==> src/common/trip_map.vh <==
// timing constants and trip codes for the drive fault trip supervisor
`ifndef TRIP_MAP_VH
`define TRIP_MAP_VH
`define CLK_HZ            40000000
`define OVERVOLT_MS       16'h05dc
`define MISSPULSE_MS      16'h7530
`define THERMAL_MS        16'h3a98
`define HEATSINK_MS       16'h02ee
`define REFEXCH_MS        16'h05dc
`define LOCKOUT_MS        16'h0bb8
`define USER_MS           16'h01f4
`define SYNC_LOCK_MS      16'h02ee
`define RIDE_MS           16'h07d0
`define TICK_CYCLES       40000
`define HEALTH_OVR_RST    8'h02
`define FB_OVR_BIT        1
`define CODE_NONE         4'h0
`define CODE_OVERVOLT     4'h1
`define CODE_MISSPULSE    4'h2
`define CODE_STALL        4'h3
`define CODE_THERMAL      4'h4
`define CODE_HEATSINK     4'h5
`define CODE_OUTSHORT     4'h6
`define CODE_REFEXCH      4'h7
`define CODE_LOCKOUT      4'h8
`define CODE_USER         4'h9
`define CODE_SYNCLOSS     4'ha
`define CODE_PHASELOSS    4'hb
`define CODE_FBMISMATCH   4'hc
`endif

==> src/verilog/drive_fault_trip_supervisor.v <==
// trip supervisor: qualifies alarm flags and latches the drive trip
`timescale 1ns/1ps
`include "trip_map.vh"
// What this block does
// - overvoltage trips after 1.5 s, never disabled
// - missing pulses count only above discontinuity current
// - missing pulses persisting 30 s trip
// - missing-pulse trip enabled at reset, maskable
// - stall: slow, high current past delay trips
// - thermistor open trips after 15 s
// - heatsink over-temperature trips after 0.75 s
// - large frames: low fan supply raises heatsink
// - output short forces digital outputs low
// - disabled short trip keeps drive running
// - short trip enabled at reset, maskable
// - invalid reference data for 1.5 s alarms
// - reference alarm: receiver role, enabled, off at reset
// - sync failure or nonzero start ref: lockout
// - user alarm trips after 0.5 s, default off
// - network card watchdog ORed into user alarm
// - lock to 45-65 Hz supply within 750 ms
// - sync loss only running; at start lockout
// - two phases always, third at start only
// - running phase loss: cut current, trip after 2 s
// - stopped phase loss: start inhibits current, trip 3 s
// - feedback mismatch overridden by health override default
module drive_fault_trip_supervisor #(
   parameter TICK_CYCLES = `TICK_CYCLES,
   parameter STALL_W     = 16
) (
   input  wire               ref_clk,               // control clock, 40 MHz
   input  wire               rst_n,                 // synchronous reset, active low
   input  wire               trip_reset,            // explicit trip clear
   input  wire               running,               // drive is running
   input  wire               start_req,             // start command
   input  wire               stator_overvolt,       // stator volts above max plus margin
   input  wire               pulse_missing,         // at least one current pulse missing
   input  wire               current_above_disc,    // average current above discontinuity
   input  wire               missing_pulse_trip_en, // missing-pulse trip enable
   input  wire               speed_below_zero,      // rotor speed below zero interlock
   input  wire               current_above_stall,   // current above stall level
   input  wire [STALL_W-1:0] stall_delay_ms,        // stall delay time in ms
   input  wire               thermistor_open,       // sensor loop resistance high
   input  wire               large_frame,           // frame with external fan supply
   input  wire               heatsink_hot_a,        // heatsink sensor one hot
   input  wire               heatsink_hot_b,        // heatsink sensor two hot
   input  wire               fan_supply_low,        // fan supply below minimum
   input  wire               output_shorted,        // short on any digital output
   input  wire               user_supply_shorted,   // short on user_supply_output
   input  wire               output_short_trip_en,  // output short trip enable
   input  wire [7:0]         dout_req,              // requested digital outputs
   input  wire               reference_receiver_role, // serial_port_role is receiver
   input  wire               ref_data_invalid,      // received reference invalid
   input  wire               ref_exch_trip_en,      // reference exchange trip enable
   input  wire               supply_in_range,       // sync_supply_phases 45..65 Hz, clean
   input  wire               nonzero_speed_ref,     // external speed reference nonzero
   input  wire               zero_ref_start_en,     // zero-reference start interlock
   input  wire               user_alarm_sel,        // user alarm source enabled
   input  wire               user_alarm_src,        // user alarm source level
   input  wire               net_card_present,      // network card fitted
   input  wire               net_watchdog_timeout,  // network card watchdog expired
   input  wire               phase12_low,           // phases 1/2 below 75% nominal
   input  wire               phase3_low,            // phase 3 below 75% nominal
   input  wire               fb_mismatch,           // speed feedback mismatch flag
   input  wire [7:0]         health_override,       // global health override setting
   output reg                trip_q,                // drive trip, latched
   output reg  [3:0]         trip_code_q,           // cause of latched trip
   output reg                current_inhibit_q,     // stator current demand off
   output reg                sync_locked_q,         // supply synchronised
   output reg  [7:0]         dout_q,                // digital outputs
   output reg                short_alarm_q          // internal short alarm
);
   wire tick;
   wire [15:0] lim [0:9];
   assign lim[0] = `OVERVOLT_MS;
   assign lim[1] = `MISSPULSE_MS;
   assign lim[2] = stall_delay_ms;
   assign lim[3] = `THERMAL_MS;
   assign lim[4] = `HEATSINK_MS;
   assign lim[5] = `REFEXCH_MS;
   assign lim[6] = `LOCKOUT_MS;
   assign lim[7] = `USER_MS;
   assign lim[8] = `RIDE_MS;
   assign lim[9] = `SYNC_LOCK_MS;

   // ----------------------------------------
   // fault conditions
   // ----------------------------------------
   wire hs_hot   = heatsink_hot_a | heatsink_hot_b
                 | (large_frame & fan_supply_low);
   wire any_short = output_shorted | user_supply_shorted;
   wire user_in  = (user_alarm_sel & user_alarm_src)
                 | (net_card_present & net_watchdog_timeout);
   wire phase_low_run  = running & phase12_low;
   wire phase_low_stop = ~running & start_req & (phase12_low | phase3_low);
   wire lock_cond = (start_req & ~running & ~sync_locked_q)
                  | (start_req & ~running & nonzero_speed_ref & zero_ref_start_en)
                  | phase_low_stop;
   wire [9:0] cond;
   assign cond[0] = stator_overvolt;
   assign cond[1] = pulse_missing & current_above_disc;
   assign cond[2] = speed_below_zero & current_above_stall;
   assign cond[3] = thermistor_open;
   assign cond[4] = hs_hot;
   assign cond[5] = ref_data_invalid & reference_receiver_role;
   assign cond[6] = lock_cond;
   assign cond[7] = user_in;
   assign cond[8] = phase_low_run;
   assign cond[9] = supply_in_range;
   wire [9:0] exp;

   ms_tick #(.CYCLES(TICK_CYCLES)) u_tick (
      .ref_clk (ref_clk),
      .rst_n   (rst_n),
      .tick_q  (tick)
   );

   genvar g;
   generate
      for (g = 0; g < 10; g = g + 1) begin : g_q
         qual_timer #(.W(16)) u_q (
            .ref_clk   (ref_clk),
            .rst_n     (rst_n),
            .tick      (tick),
            .cond      (cond[g]),
            .limit     (lim[g]),
            .expired_q (exp[g])
         );
      end
   endgenerate

   // ----------------------------------------
   // trip priority encode
   // ----------------------------------------
   function [3:0] pick;
      input [9:0] e;
      input       shrt;
      input       syncl;
      input       fbm;
      begin
         if (e[0])       pick = `CODE_OVERVOLT;
         else if (e[1])  pick = `CODE_MISSPULSE;
         else if (e[2])  pick = `CODE_STALL;
         else if (e[3])  pick = `CODE_THERMAL;
         else if (e[4])  pick = `CODE_HEATSINK;
         else if (shrt)  pick = `CODE_OUTSHORT;
         else if (e[5])  pick = `CODE_REFEXCH;
         else if (e[6])  pick = `CODE_LOCKOUT;
         else if (e[7])  pick = `CODE_USER;
         else if (syncl) pick = `CODE_SYNCLOSS;
         else if (e[8])  pick = `CODE_PHASELOSS;
         else if (fbm)   pick = `CODE_FBMISMATCH;
         else            pick = `CODE_NONE;
      end
   endfunction

   wire [9:0] en_exp = exp
                     & {4'hf, ref_exch_trip_en, 3'h7,
                        missing_pulse_trip_en, 1'b1};
   wire short_trip = any_short & output_short_trip_en;
   wire sync_loss  = running & ~supply_in_range;
   wire fb_trip    = fb_mismatch & ~health_override[`FB_OVR_BIT];
   wire [3:0] code = pick({1'b0, en_exp[8:0]}, short_trip, sync_loss, fb_trip);

   // ----------------------------------------
   // latched trip and outputs
   // ----------------------------------------
   always @(posedge ref_clk) begin
      if (!rst_n) begin
         trip_q            <= 1'b0;
         trip_code_q       <= `CODE_NONE;
         current_inhibit_q <= 1'b0;
         sync_locked_q     <= 1'b0;
         dout_q            <= 8'h00;
         short_alarm_q     <= 1'b0;
      end else begin
         // while tripped, a clear wins over a new trip; a trip still present re-latches the next cycle
         if (!trip_q && code != `CODE_NONE) begin
            trip_q      <= 1'b1;
            trip_code_q <= code;
         end else if (trip_reset) begin
            trip_q      <= 1'b0;
            trip_code_q <= `CODE_NONE;
         end
         if (exp[9])
            sync_locked_q <= 1'b1;
         else if (!supply_in_range)
            sync_locked_q <= 1'b0;
         current_inhibit_q <= phase_low_run | phase_low_stop | trip_q;
         short_alarm_q     <= any_short;
         dout_q            <= any_short ? 8'h00 : dout_req;
      end
   end
endmodule

==> src/verilog/ms_tick.v <==
// millisecond tick generator derived from the control clock
`timescale 1ns/1ps
`include "trip_map.vh"
module ms_tick #(
   parameter CYCLES = `TICK_CYCLES
) (
   input  wire ref_clk,   // control clock
   input  wire rst_n,     // synchronous reset, active low
   output reg  tick_q     // one-cycle pulse every millisecond
);
   reg [31:0] cnt_q;
   always @(posedge ref_clk) begin
      if (!rst_n) begin
         cnt_q  <= 32'h0;
         tick_q <= 1'b0;
      end else if (cnt_q == CYCLES - 1) begin
         cnt_q  <= 32'h0;
         tick_q <= 1'b1;
      end else begin
         cnt_q  <= cnt_q + 32'h1;
         tick_q <= 1'b0;
      end
   end
endmodule

==> src/verilog/qual_timer.v <==
// qualification timer: fires when a condition holds for LIMIT ms
`timescale 1ns/1ps
module qual_timer #(
   parameter W = 16
) (
   input  wire         ref_clk,  // control clock
   input  wire         rst_n,    // synchronous reset, active low
   input  wire         tick,     // millisecond tick
   input  wire         cond,     // fault condition
   input  wire [W-1:0] limit,    // qualification time in ms
   output reg          expired_q // condition held for limit
);
   reg [W-1:0] cnt_q;
   always @(posedge ref_clk) begin
      if (!rst_n || !cond) begin
         cnt_q     <= {W{1'b0}};   // restart when condition clears
         expired_q <= 1'b0;
      end else if (cnt_q >= limit) begin
         expired_q <= 1'b1;
      end else if (tick) begin
         cnt_q <= cnt_q + {{(W-1){1'b0}}, 1'b1};
      end
   end
endmodule

==> config.mk <==
export PLATFORM = sky130hd
export DESIGN_NAME = drive_fault_trip_supervisor
export DESIGN_NICKNAME = d
export VERILOG_FILES = /design/src/verilog/drive_fault_trip_supervisor.v /design/src/verilog/ms_tick.v /design/src/verilog/qual_timer.v
export VERILOG_INCLUDE_DIRS = /design/src /design/src/common
export SDC_FILE = /design/constraint.sdc
export NUM_CORES = 1
export LEC_CHECK = 0
export ABC_AREA = 1
export BUFFER_PORTS_ARGS = -buffer_cell sky130_fd_sc_hd__buf_2
export CAP_MARGIN = 20
export CORE_MARGIN = 2
export CORE_UTILIZATION = 42
export CTS_BUF_LIST = sky130_fd_sc_hd__clkbuf_4 sky130_fd_sc_hd__clkbuf_8
export CTS_CLUSTER_SIZE = 40
export DETAILED_ROUTE_END_ITERATION = 8
export PLACE_DENSITY = 0.62
export RECOVER_POWER = 100
export SLEW_MARGIN = 5
export SYNTH_ARGS = -nofsm -noshare
export SYNTH_HDL_FRONTEND = slang
export SYNTH_SLANG_ARGS = --single-unit
==> constraint.sdc <==
create_clock -name ref_clk -period 1.89 [get_ports ref_clk]
set_clock_uncertainty 0.1 [all_clocks]
set_input_delay 0.567 -clock ref_clk [delete_from_list [all_inputs] [get_ports ref_clk]]
set_output_delay 0.567 -clock ref_clk [all_outputs]
set_load 0.005 [all_outputs]
==> impl_metrics.json, run 1 <==
{
  "peakVddDrop_mv": 0.506,
  "rsz0062_at_grt": "yes",
  "hold_path.class": "primary input to register",
  "die_w_um": 163,
  "fin_ws_ns": -0.00891,
  "htree_levels": 2,
  "relSlewSlack_pct": 67.3,
  "fin_nets": 1763,
  "hold_viol_final": 0,
  "powerDensity_nw_per_um2": 733,
  "final_cell_mix": "nand2_1 (273), inv_1 (241), dfxtp_1 (205)",
  "critPathArrivalTime_ns": 2.26,
  "stdcell_count": 2018,
  "crit_slowest_cell": "dfxtp_2",
  "cp-end-kind": "register",
  "min_path_cells": 3,
  "path_max_fanout": 8,
  "rows": 58,
  "antenna_found_initial": 0,
  "syn_nets": 1597,
  "ys_ff_latch": 219,
  "via_count": 9632,
  "cts_tree": "yes",
  "ant_nets": 0,
  "dieHeight_um": 163,
  "cts_buffers": 41,
  "syn-instance-count": 1497,
  "dp_hpwl_um": 17200,
  "grt_pass1_vias": 8740,
  "clk_pin_slew_worst_paths_ns": 0.06,
  "syn_avg_cell_area_um2": 7.10,
  "first_pass_iters": 5,
  "grt_usage_pct": 17.8,
  "wl_um": 23600,
  "drv_slew": 0,
  "r2r_cells": 8,
  "drive_gt1_share_pct": 19.8,
  "drtIter0Drc": 471,
  "synth_top_area_share_pct": 41.2,
  "grt_pass1_wl_um": 39600,
  "crit_top_cell": "nand4_1",
  "ys_warn_count": 0,
  "crit_required_ns": 2.25,
  "layout_commonest_cell": "nand2_1",
  "drc": 0,
  "final_area_um2": 13100,
  "path_cells": "ha_4 -> nand4_1 -> nor3_4 -> nand3_2 -> nand4_1 -> buf_4 -> nand2_1 -> a21oi_1",
  "critPathKind": "register to register",
  "n_antenna_cell": 0,
  "synthTopCellsByArea": "dfxtp_1 (41%), nand2_1 (9.8%), inv_1 (9.0%), nor2_1 (6.7%), a21oi_1 (5.6%)",
  "fin_util_pct": 52.2,
  "fin_crit_ns": 1.90,
  "max_freq_ghz": 0.527,
  "synth-seq-area-share_pct": 41.2,
  "clock_latency_ns": 0.53,
  "start_util_pct": 42.5,
  "cts.sinks": 219,
  "tightestPinTransition_ns": 0.491,
  "dp_cells": 1941,
  "die_area_um2": 26600,
  "wl_per_cell_um": 11.7,
  "yosysTopAreaCell": "dfxtp_1",
  "finalWeightedCongestion": 0.918,
  "leakagePower_nw": 5.23,
  "area_growth_syn_to_layout_pct": 23.0,
  "violations": "negative setup slack",
  "pre_cts_ws_ns": -0.395,
  "finalSetupViolCount": 2,
  "coreArea_um2": 25000,
  "viasPerCell": 4.77,
  "startpoint_type": "register",
  "cts_root_buffer": "clkbuf_8",
  "syn-cell-area_um2": 10600,
  "portBuffers": 72,
  "clk_path_buf_depth": 3,
  "grt.overflow.total": 0,
  "maxCapViolations": 0,
  "synth_cell_types": 43,
  "pin_count": 80,
  "cp_slowest_stage_delay_ns": 0.33,
  "placed_area_um2": 11900,
  "grt_max_degree": 19,
  "min_period_over_period_pct": 100,
  "status": "complete, but fails checks"
}
==> path summary, 6_finish.rpt <==
check,start,end,slack [ns]
min,dout_req[4],dout_q[4],0.16
max reg2reg,g_q[2].u_q.cnt_q[15],g_q[2].u_q.cnt_q[14],-0.009
max,g_q[2].u_q.cnt_q[15],g_q[2].u_q.cnt_q[14],-0.009
min reg2reg,g_q[4].u_q.cnt_q[15],g_q[4].u_q.cnt_q[15],0.33
==> stage by stage <==
step / total power [mW] / TNS (ns) / hold slack (ns)
after global placement: 5.10 / -5.38 / 0.315
after CTS: 9.72 / -0.0122 / 0.124
after detailed placement: 5.11 / -6.30 / 0.318
after floorplan: 4.92 / -0.775 / 0.308
after global routing: 9.97 / -2.04 / 0.149
final: 9.58 / -0.0117 / 0.156
==> state kept, by name (all words and copies together), names as in the netlist <==
name / count
g_q.u_q.expired_q: 10
u_tick.cnt_q: 32
trip_q: 1
g_q.u_q.cnt_q: 160
trip_code_q: 4
u_tick.tick_q: 1
current_inhibit_q: 1
sync_locked_q: 1
short_alarm_q: 1
dout_q: 8
==> metal layers <==
layer	track usage [%]	vias to the layer above	part of all wire, %
met5	0	-	0
met4	6.19	0	2.4
met3	2.97	51	4.8
met2	28.5	183	44
met1	24.2	4281	49
li1	-	5117	-
==> Yosys cell counts, drive strengths merged <==
cell,number
a211oi,2
a21oi,118
a22o,1
a31oi,4
and2,1
and3,1
buf,15
clkbuf,9
clkinv,2
dfxtp,219
ha,36
inv,263
nand2,282
nand3,77
nand4,43
nor2,196
nor3,64
nor3b,10
nor4,18
o2111ai,1
o211a,1
o211ai,2
o21a,5
o21ai,67
o31ai,2
or2,9
xnor2,13
xor2,36
==> layout make-up <==
| cell class | count | area (µm²) |
|---|---|---|
| Multi-Input combinational cell | 989 | 5470 |
| Fill cell | 2467 | 12000 |
| Timing Repair Buffer | 147 | 955 |
| Inverter | 265 | 1020 |
| Clock buffer | 66 | 808 |
| Clock inverter | 2 | 12.5 |
| Tap cell | 330 | 413 |
| Sequential cell | 219 | 4410 |
==> where the power goes <==
group          internal (mW)  switching, mW  total, mW
sequential              4.64         0.0154       4.65
clock                   2.67           1.89       4.56
combinational          0.157          0.208      0.365
total                   7.47           2.11       9.58
==> critical path: cells and delay by family, from the launching register on <==
family / cells / cell delay (ns)
adder cells (fa/ha/maj): 1 / 0.27
flip-flops: 1 / 0.33
AND/OR/NAND/NOR: 5 / 0.76
buffers and inverters: 1 / 0.22
AO/OA/AOI/OAI: 1 / 0.13
==> kinds of logic (layout without fill, tap and decap cells) <==
group,after synthesis,after routing,share of synthesized area (%)
AOI/OAI and AO/OA,203,203,9.98
xor gates and xnor gates,49,49,4.04
adders and majority gates,36,36,4.24
buffers and inverters,289,480,10.6
DFF,219,219,41.2
and+or+nand+nor,701,701,30.0
==> what timing repair did <==
action,4_1_cts,5_1_grt
buffers inserted,0,7
pin swaps,9,16
hold buffers,0,0
gates resized for setup,27,56
cloned,2,0
endpoints found under the setup margin,9,40
Note: power is estimated with default switching activity, not from simulation.
==> run 2, diff against run 1 <==
CELL_PAD_IN_SITES_DETAIL_PLACEMENT = 0   (was unset)
CELL_PAD_IN_SITES_GLOBAL_PLACEMENT = 1   (was unset)
CORE_UTILIZATION = 40   (was 42)
CTS_BUF_LIST = sky130_fd_sc_hd__clkbuf_8 sky130_fd_sc_hd__clkbuf_16   (was sky130_fd_sc_hd__clkbuf_4 sky130_fd_sc_hd__clkbuf_8)
PLACE_DENSITY = 0.78   (was 0.62)
==> impl_metrics.json, run 2 (synthesized netlist as in run 1, its figures left out) <==
{
  "clock_latency_ns": 0.53,
  "min_period_over_period_pct": 100,
  "wl_met2_um": 10300,
  "ant_nets": 0,
  "layout_commonest_cell": "nand2_1",
  "min-delay-start": "dout_req[3]",
  "clk_path_buf_depth": 3,
  "crit_required_ns": 2.25,
  "rows": 59,
  "crit_path_start": "rst_n",
  "wl_met1_um": 12200,
  "grt_max_degree": 15,
  "pin_count": 80,
  "holdBufCountCts": 0,
  "htree_levels": 1,
  "grt.overflow.total": 0,
  "die_w_um": 167,
  "die_area_um2": 27900,
  "top_layer": "met4",
  "cts_buffers": 26,
  "drc": 0,
  "critPathArrivalTime_ns": 2.25,
  "area_growth_syn_to_layout_pct": 23.8,
  "rsz0062_at_grt": "yes",
  "drtIter0Drc": 496,
  "finalPower_mw": 10.7,
  "cts_root_buffer": "clkbuf_16",
  "timing.rr.start": "g_q[2].u_q.cnt_q[9]",
  "peakVddDrop_mv": 0.746,
  "largest_register": "g_q.u_q.cnt_q",
  "dp_cells": 1949,
  "maxCapViolations": 0,
  "status": "complete, no violations",
  "cts_tree": "yes",
  "fin_util_pct": 50.5,
  "dieHeight_um": 167,
  "max_freq_ghz": 0.529,
  "startpoint_type": "primary input",
  "grt_pass1_wl_um": 41200,
  "antenna_found_initial": 0,
  "wl_per_cell_um": 11.9,
  "hold_path.class": "primary input to register",
  "dp_hpwl_um": 17900,
  "viasPerCell": 4.73,
  "drive_gt1_share_pct": 17.3,
  "grt_pass1_vias": 8884,
  "portBuffers": 72,
  "reg_top3": "g_q.u_q.cnt_q (160), u_tick.cnt_q (32), g_q.u_q.expired_q (10)",
  "fin_crit_ns": 1.89,
  "relSlewSlack_pct": 62.9,
  "stdcell_count": 2005,
  "via_count": 9488,
  "start_util_pct": 40.8,
  "clk_pin_slew_worst_paths_ns": 0.06,
  "largest_reg_flops": 160,
  "final_cell_mix": "nand2_1 (277), inv_1 (244), dfxtp_1 (210)",
  "finalWeightedCongestion": 0.824,
  "grt_usage_pct": 17.3,
  "path_max_fanout": 9,
  "n_antenna_cell": 0,
  "cp-end-kind": "register",
  "cts.sinks": 219,
  "leakagePower_nw": 5.25,
  "wl_um": 23900,
  "hold_viol_final": 0,
  "first_pass_iters": 5,
  "wl_met3_um": 895,
  "coreArea_um2": 26100,
  "drv_slew": 0,
  "finalSetupViolCount": 0,
  "powerDensity_nw_per_um2": 813,
  "tightestPinTransition_ns": 0.557,
  "critPathKind": "primary input to register",
  "fin_nets": 1750
}
-- run 2: path summary, 6_finish.rpt --
| kind | to | slack [ns] | cells after the start |
|---|---|---|---|
| max | g_q[7].u_q.cnt_q[6] | 0.0008 | 5 |
| min | dout_q[3] | 0.15 | 3 |
| max reg2reg | g_q[2].u_q.cnt_q[8] | 0.02 | 10 |
| min reg2reg | g_q[5].u_q.cnt_q[13] | 0.33 | 2 |
-- run 2: critical path, cell delays in order --
cell      delay (ns)
clkbuf_1        0.42
clkbuf_1        0.49
nand2_1         0.38
buf_4           0.28
a21oi_1         0.11
-- run 2: final cells by class --
class | count | area (µm²)
Clock buffer | 33 | 747
Clock inverter | 15 | 258
Inverter | 265 | 1020
Fill cell | 2602 | 12900
Sequential cell | 219 | 4400
Tap cell | 335 | 419
Timing Repair Buffer | 149 | 927
Multi-Input combinational cell | 989 | 5390
-- run 2: repair_timing --
action / CTS / global route
gates resized for setup: 1 / 64
pin swaps: 0 / 12
endpoints found under the setup margin: 2 / 53
setup buffers: 0 / 8
-- run 2: per-layer routing --
| metal | track usage (%) | vias to the layer above |
|---|---|---|
| li1 | - | 5088 |
| met3 | 2.59 | 32 |
| met5 | 0 | - |
| met4 | 4.05 | 0 |
| met2 | 27.4 | 144 |
| met1 | 24.7 | 4224 |
-- run 2: per-stage QoR --
step / setup TNS [ns] / hold WS, ns / area [µm²] / setup WS [ns]
4_1_cts: 0 / 0.121 / 12900 / 0.00562
2_1_floorplan: -0.775 / 0.308 / 10700 / -0.0842
6_report: 0 / 0.147 / 13200 / 0.000794
3_5_place_dp: -5.65 / 0.318 / 11900 / -0.367
3_3_place_gp: -5.08 / 0.315 / 11900 / -0.335
5_1_grt: -1.81 / 0.132 / 13200 / -0.117
-- run 2: power by group --
part / internal (mW) / total [mW] / switching [mW]
clock network: 3.73 / 5.71 / 1.97
logic: 0.144 / 0.347 / 0.203
registers: 4.64 / 4.65 / 0.0124
==> run 3, diff against run 2 <==
ABC_AREA = unset   (was 1)
CAP_MARGIN = unset   (was 20)
CORE_UTILIZATION = 41   (was 40)
PLACE_DENSITY = 0.77   (was 0.78)
==> impl_metrics.json, run 3 <==
{
  "dieHeight_um": 157,
  "yosysTopAreaCell": "dfxtp_1",
  "layout_commonest_cell": "dfxtp_1",
  "grt_max_degree": 39,
  "wl_per_cell_um": 13.0,
  "cts_root_buffer": "clkbuf_16",
  "ant_nets": 0,
  "drive_gt1_share_pct": 27.8,
  "synthTopCellsByArea": "dfxtp_1 (45%), nor2_1 (6.7%), xnor2_1 (6.0%), ha_1 (4.7%), xor2_1 (3.0%)",
  "cp-end-kind": "register",
  "die_w_um": 157,
  "drtIter0Drc": 370,
  "hold_path.class": "primary input to register",
  "synth-seq-area-share_pct": 45.5,
  "start_util_pct": 41.4,
  "min_period_over_period_pct": 123,
  "crit_slowest_cell": "o41a_1",
  "maxCapViolations": 0,
  "finalPower_mw": 9.76,
  "yosysMostFrequentCell": "dfxtp_1",
  "clk_pin_slew_worst_paths_ns": 0.06,
  "n_antenna_cell": 0,
  "coreArea_um2": 23300,
  "critPathKind": "register to register",
  "tns_ns": -14.07,
  "fin_ws_ns": -0.429,
  "cp_slowest_stage_delay_ns": 0.46,
  "path_max_fanout": 5,
  "wl_um": 21700,
  "powerDensity_nw_per_um2": 744,
  "violations": "negative setup slack",
  "ys_ff_latch": 219,
  "fin_crit_ns": 2.32,
  "reg_top3": "g_q.u_q.cnt_q (160), u_tick.cnt_q (32), g_q.u_q.expired_q (10)",
  "rows": 56,
  "path_delay_family": "compound AO/OA/AOI/OAI gates",
  "largest_register": "g_q.u_q.cnt_q",
  "finalWeightedCongestion": 0.784,
  "synth_cell_types": 59,
  "syn_nets": 1212,
  "grt.overflow.total": 0,
  "ys_warn_count": 0,
  "final_area_um2": 13100,
  "syn-cell-area_um2": 9640,
  "cts.sinks": 219,
  "fin_util_pct": 56.4,
  "clk_path_buf_depth": 3,
  "antenna_found_initial": 1,
  "pin_count": 80,
  "synth_top_flop_cell": "dfxtp_1",
  "critPathArrivalTime_ns": 2.67,
  "path_buf_inv": 1,
  "syn-instance-count": 1112,
  "leakagePower_nw": 5.17,
  "async_reset_ff_share_pct": 0,
  "drv_slew": 0,
  "synth_top_area_share_pct": 45.5,
  "max_freq_ghz": 0.431,
  "synth_edf_count": 0,
  "via_count": 8192,
  "viasPerCell": 4.90,
  "htree_levels": 1,
  "path_cells": "ha_4 -> and3_4 -> a221oi_4 -> nand3_2 -> o41a_1 -> buf_6 -> or3_1 -> a21oi_2",
  "hold_viol_final": 0,
  "tightestPinTransition_ns": 1.12,
  "clock_latency_ns": 0.52,
  "crit_required_ns": 2.24,
  "first_pass_iters": 4,
  "cts_tree": "yes",
  "synthTopCellsByCount": "dfxtp_1 (219), nor2_1 (171), xnor2_1 (66)",
  "final_cell_mix": "dfxtp_1 (199), nor2_1 (164), buf_4 (119)",
  "finalSetupViolCount": 91,
  "fin_hold_ws_ns": 0.147,
  "largest_reg_flops": 160,
  "cts_buffers": 25,
  "syn_avg_cell_area_um2": 8.67,
  "drc": 0,
  "die_area_um2": 24800,
  "dp_hpwl_um": 14700,
  "grt_pass1_vias": 7733,
  "startpoint_type": "register",
  "peakVddDrop_mv": 0.745,
  "fin_nets": 1435,
  "placed_area_um2": 11500,
  "grt_pass1_wl_um": 35500,
  "area_growth_syn_to_layout_pct": 36.1,
  "rsz0062_at_grt": "yes",
  "relSlewSlack_pct": 24.9,
  "portBuffers": 72,
  "status": "complete, but fails checks",
  "grt_usage_pct": 17.0
}
## run 3: metrics by stage
stage | std cells | setup slack (ns)
global route | 1672 | -0.530
floorplan | 1112 | -0.560
detailed placement | 1598 | -0.783
global placement | 1598 | -0.762
finish | 1672 | -0.429
CTS | 1657 | -0.384
## run 3: cell families after synthesis
family                     Yosys count  synth area share (%)
AOI/OAI and AO/OA                  148                  9.82
xor gates and xnor gates            99                  8.99
adders and majority gates           36                  4.67
buffers and inverters               95                  3.78
DFF                                219                  45.5
muxes                                7                 0.727
and+or+nand+nor                    508                  26.5
## run 3: cell type report
type	instances	area [µm²]
well taps	319	399
clock buffers	30	694
multi-input cells	800	5610
clock inverters	15	134
repair buffers	225	1630
flip-flops and latches	219	4420
inverters	64	248
fillers	2105	10100
## run 3: final timing paths
| check | from | to | slack, ns | cells after the start |
|---|---|---|---|---|
| max reg2reg | g_q[2].u_q.cnt_q[11] | g_q[2].u_q.cnt_q[12] | -0.43 | 8 |
| min | dout_req[5] | dout_q[5] | 0.15 | 2 |
| min reg2reg | g_q[6].u_q.cnt_q[14] | g_q[6].u_q.cnt_q[14] | 0.34 | 2 |
| max | g_q[2].u_q.cnt_q[11] | g_q[2].u_q.cnt_q[12] | -0.43 | 8 |
## run 3: power by group
part / switching [mW] / internal (mW) / total, mW
combinational: 0.187 / 0.156 / 0.343
sequential: 0.0112 / 4.63 / 4.64
clock: 1.90 / 2.88 / 4.78
## run 3: what timing repair did
| item | CTS | global route |
|---|---|---|
| buffers inserted | 12 | 15 |
| pin swaps | 30 | 62 |
| hold buffers | 0 | 0 |
| endpoints found under the hold margin | 0 | 0 |
| endpoints found under the setup margin | 62 | 112 |
| resized for setup | 53 | 96 |
| cloned | 5 | 2 |
## run 3: metal layers
layer / GRT usage [%] / vias to the layer above / routed length (µm)
met2: 29.5 / 100 / 10300
met1: 22.1 / 3739 / 10300
met4: 3.90 / 2 / 437
li1: - / 4315 / -
met3: 2.92 / 36 / 703
met5: 0 / - / 13
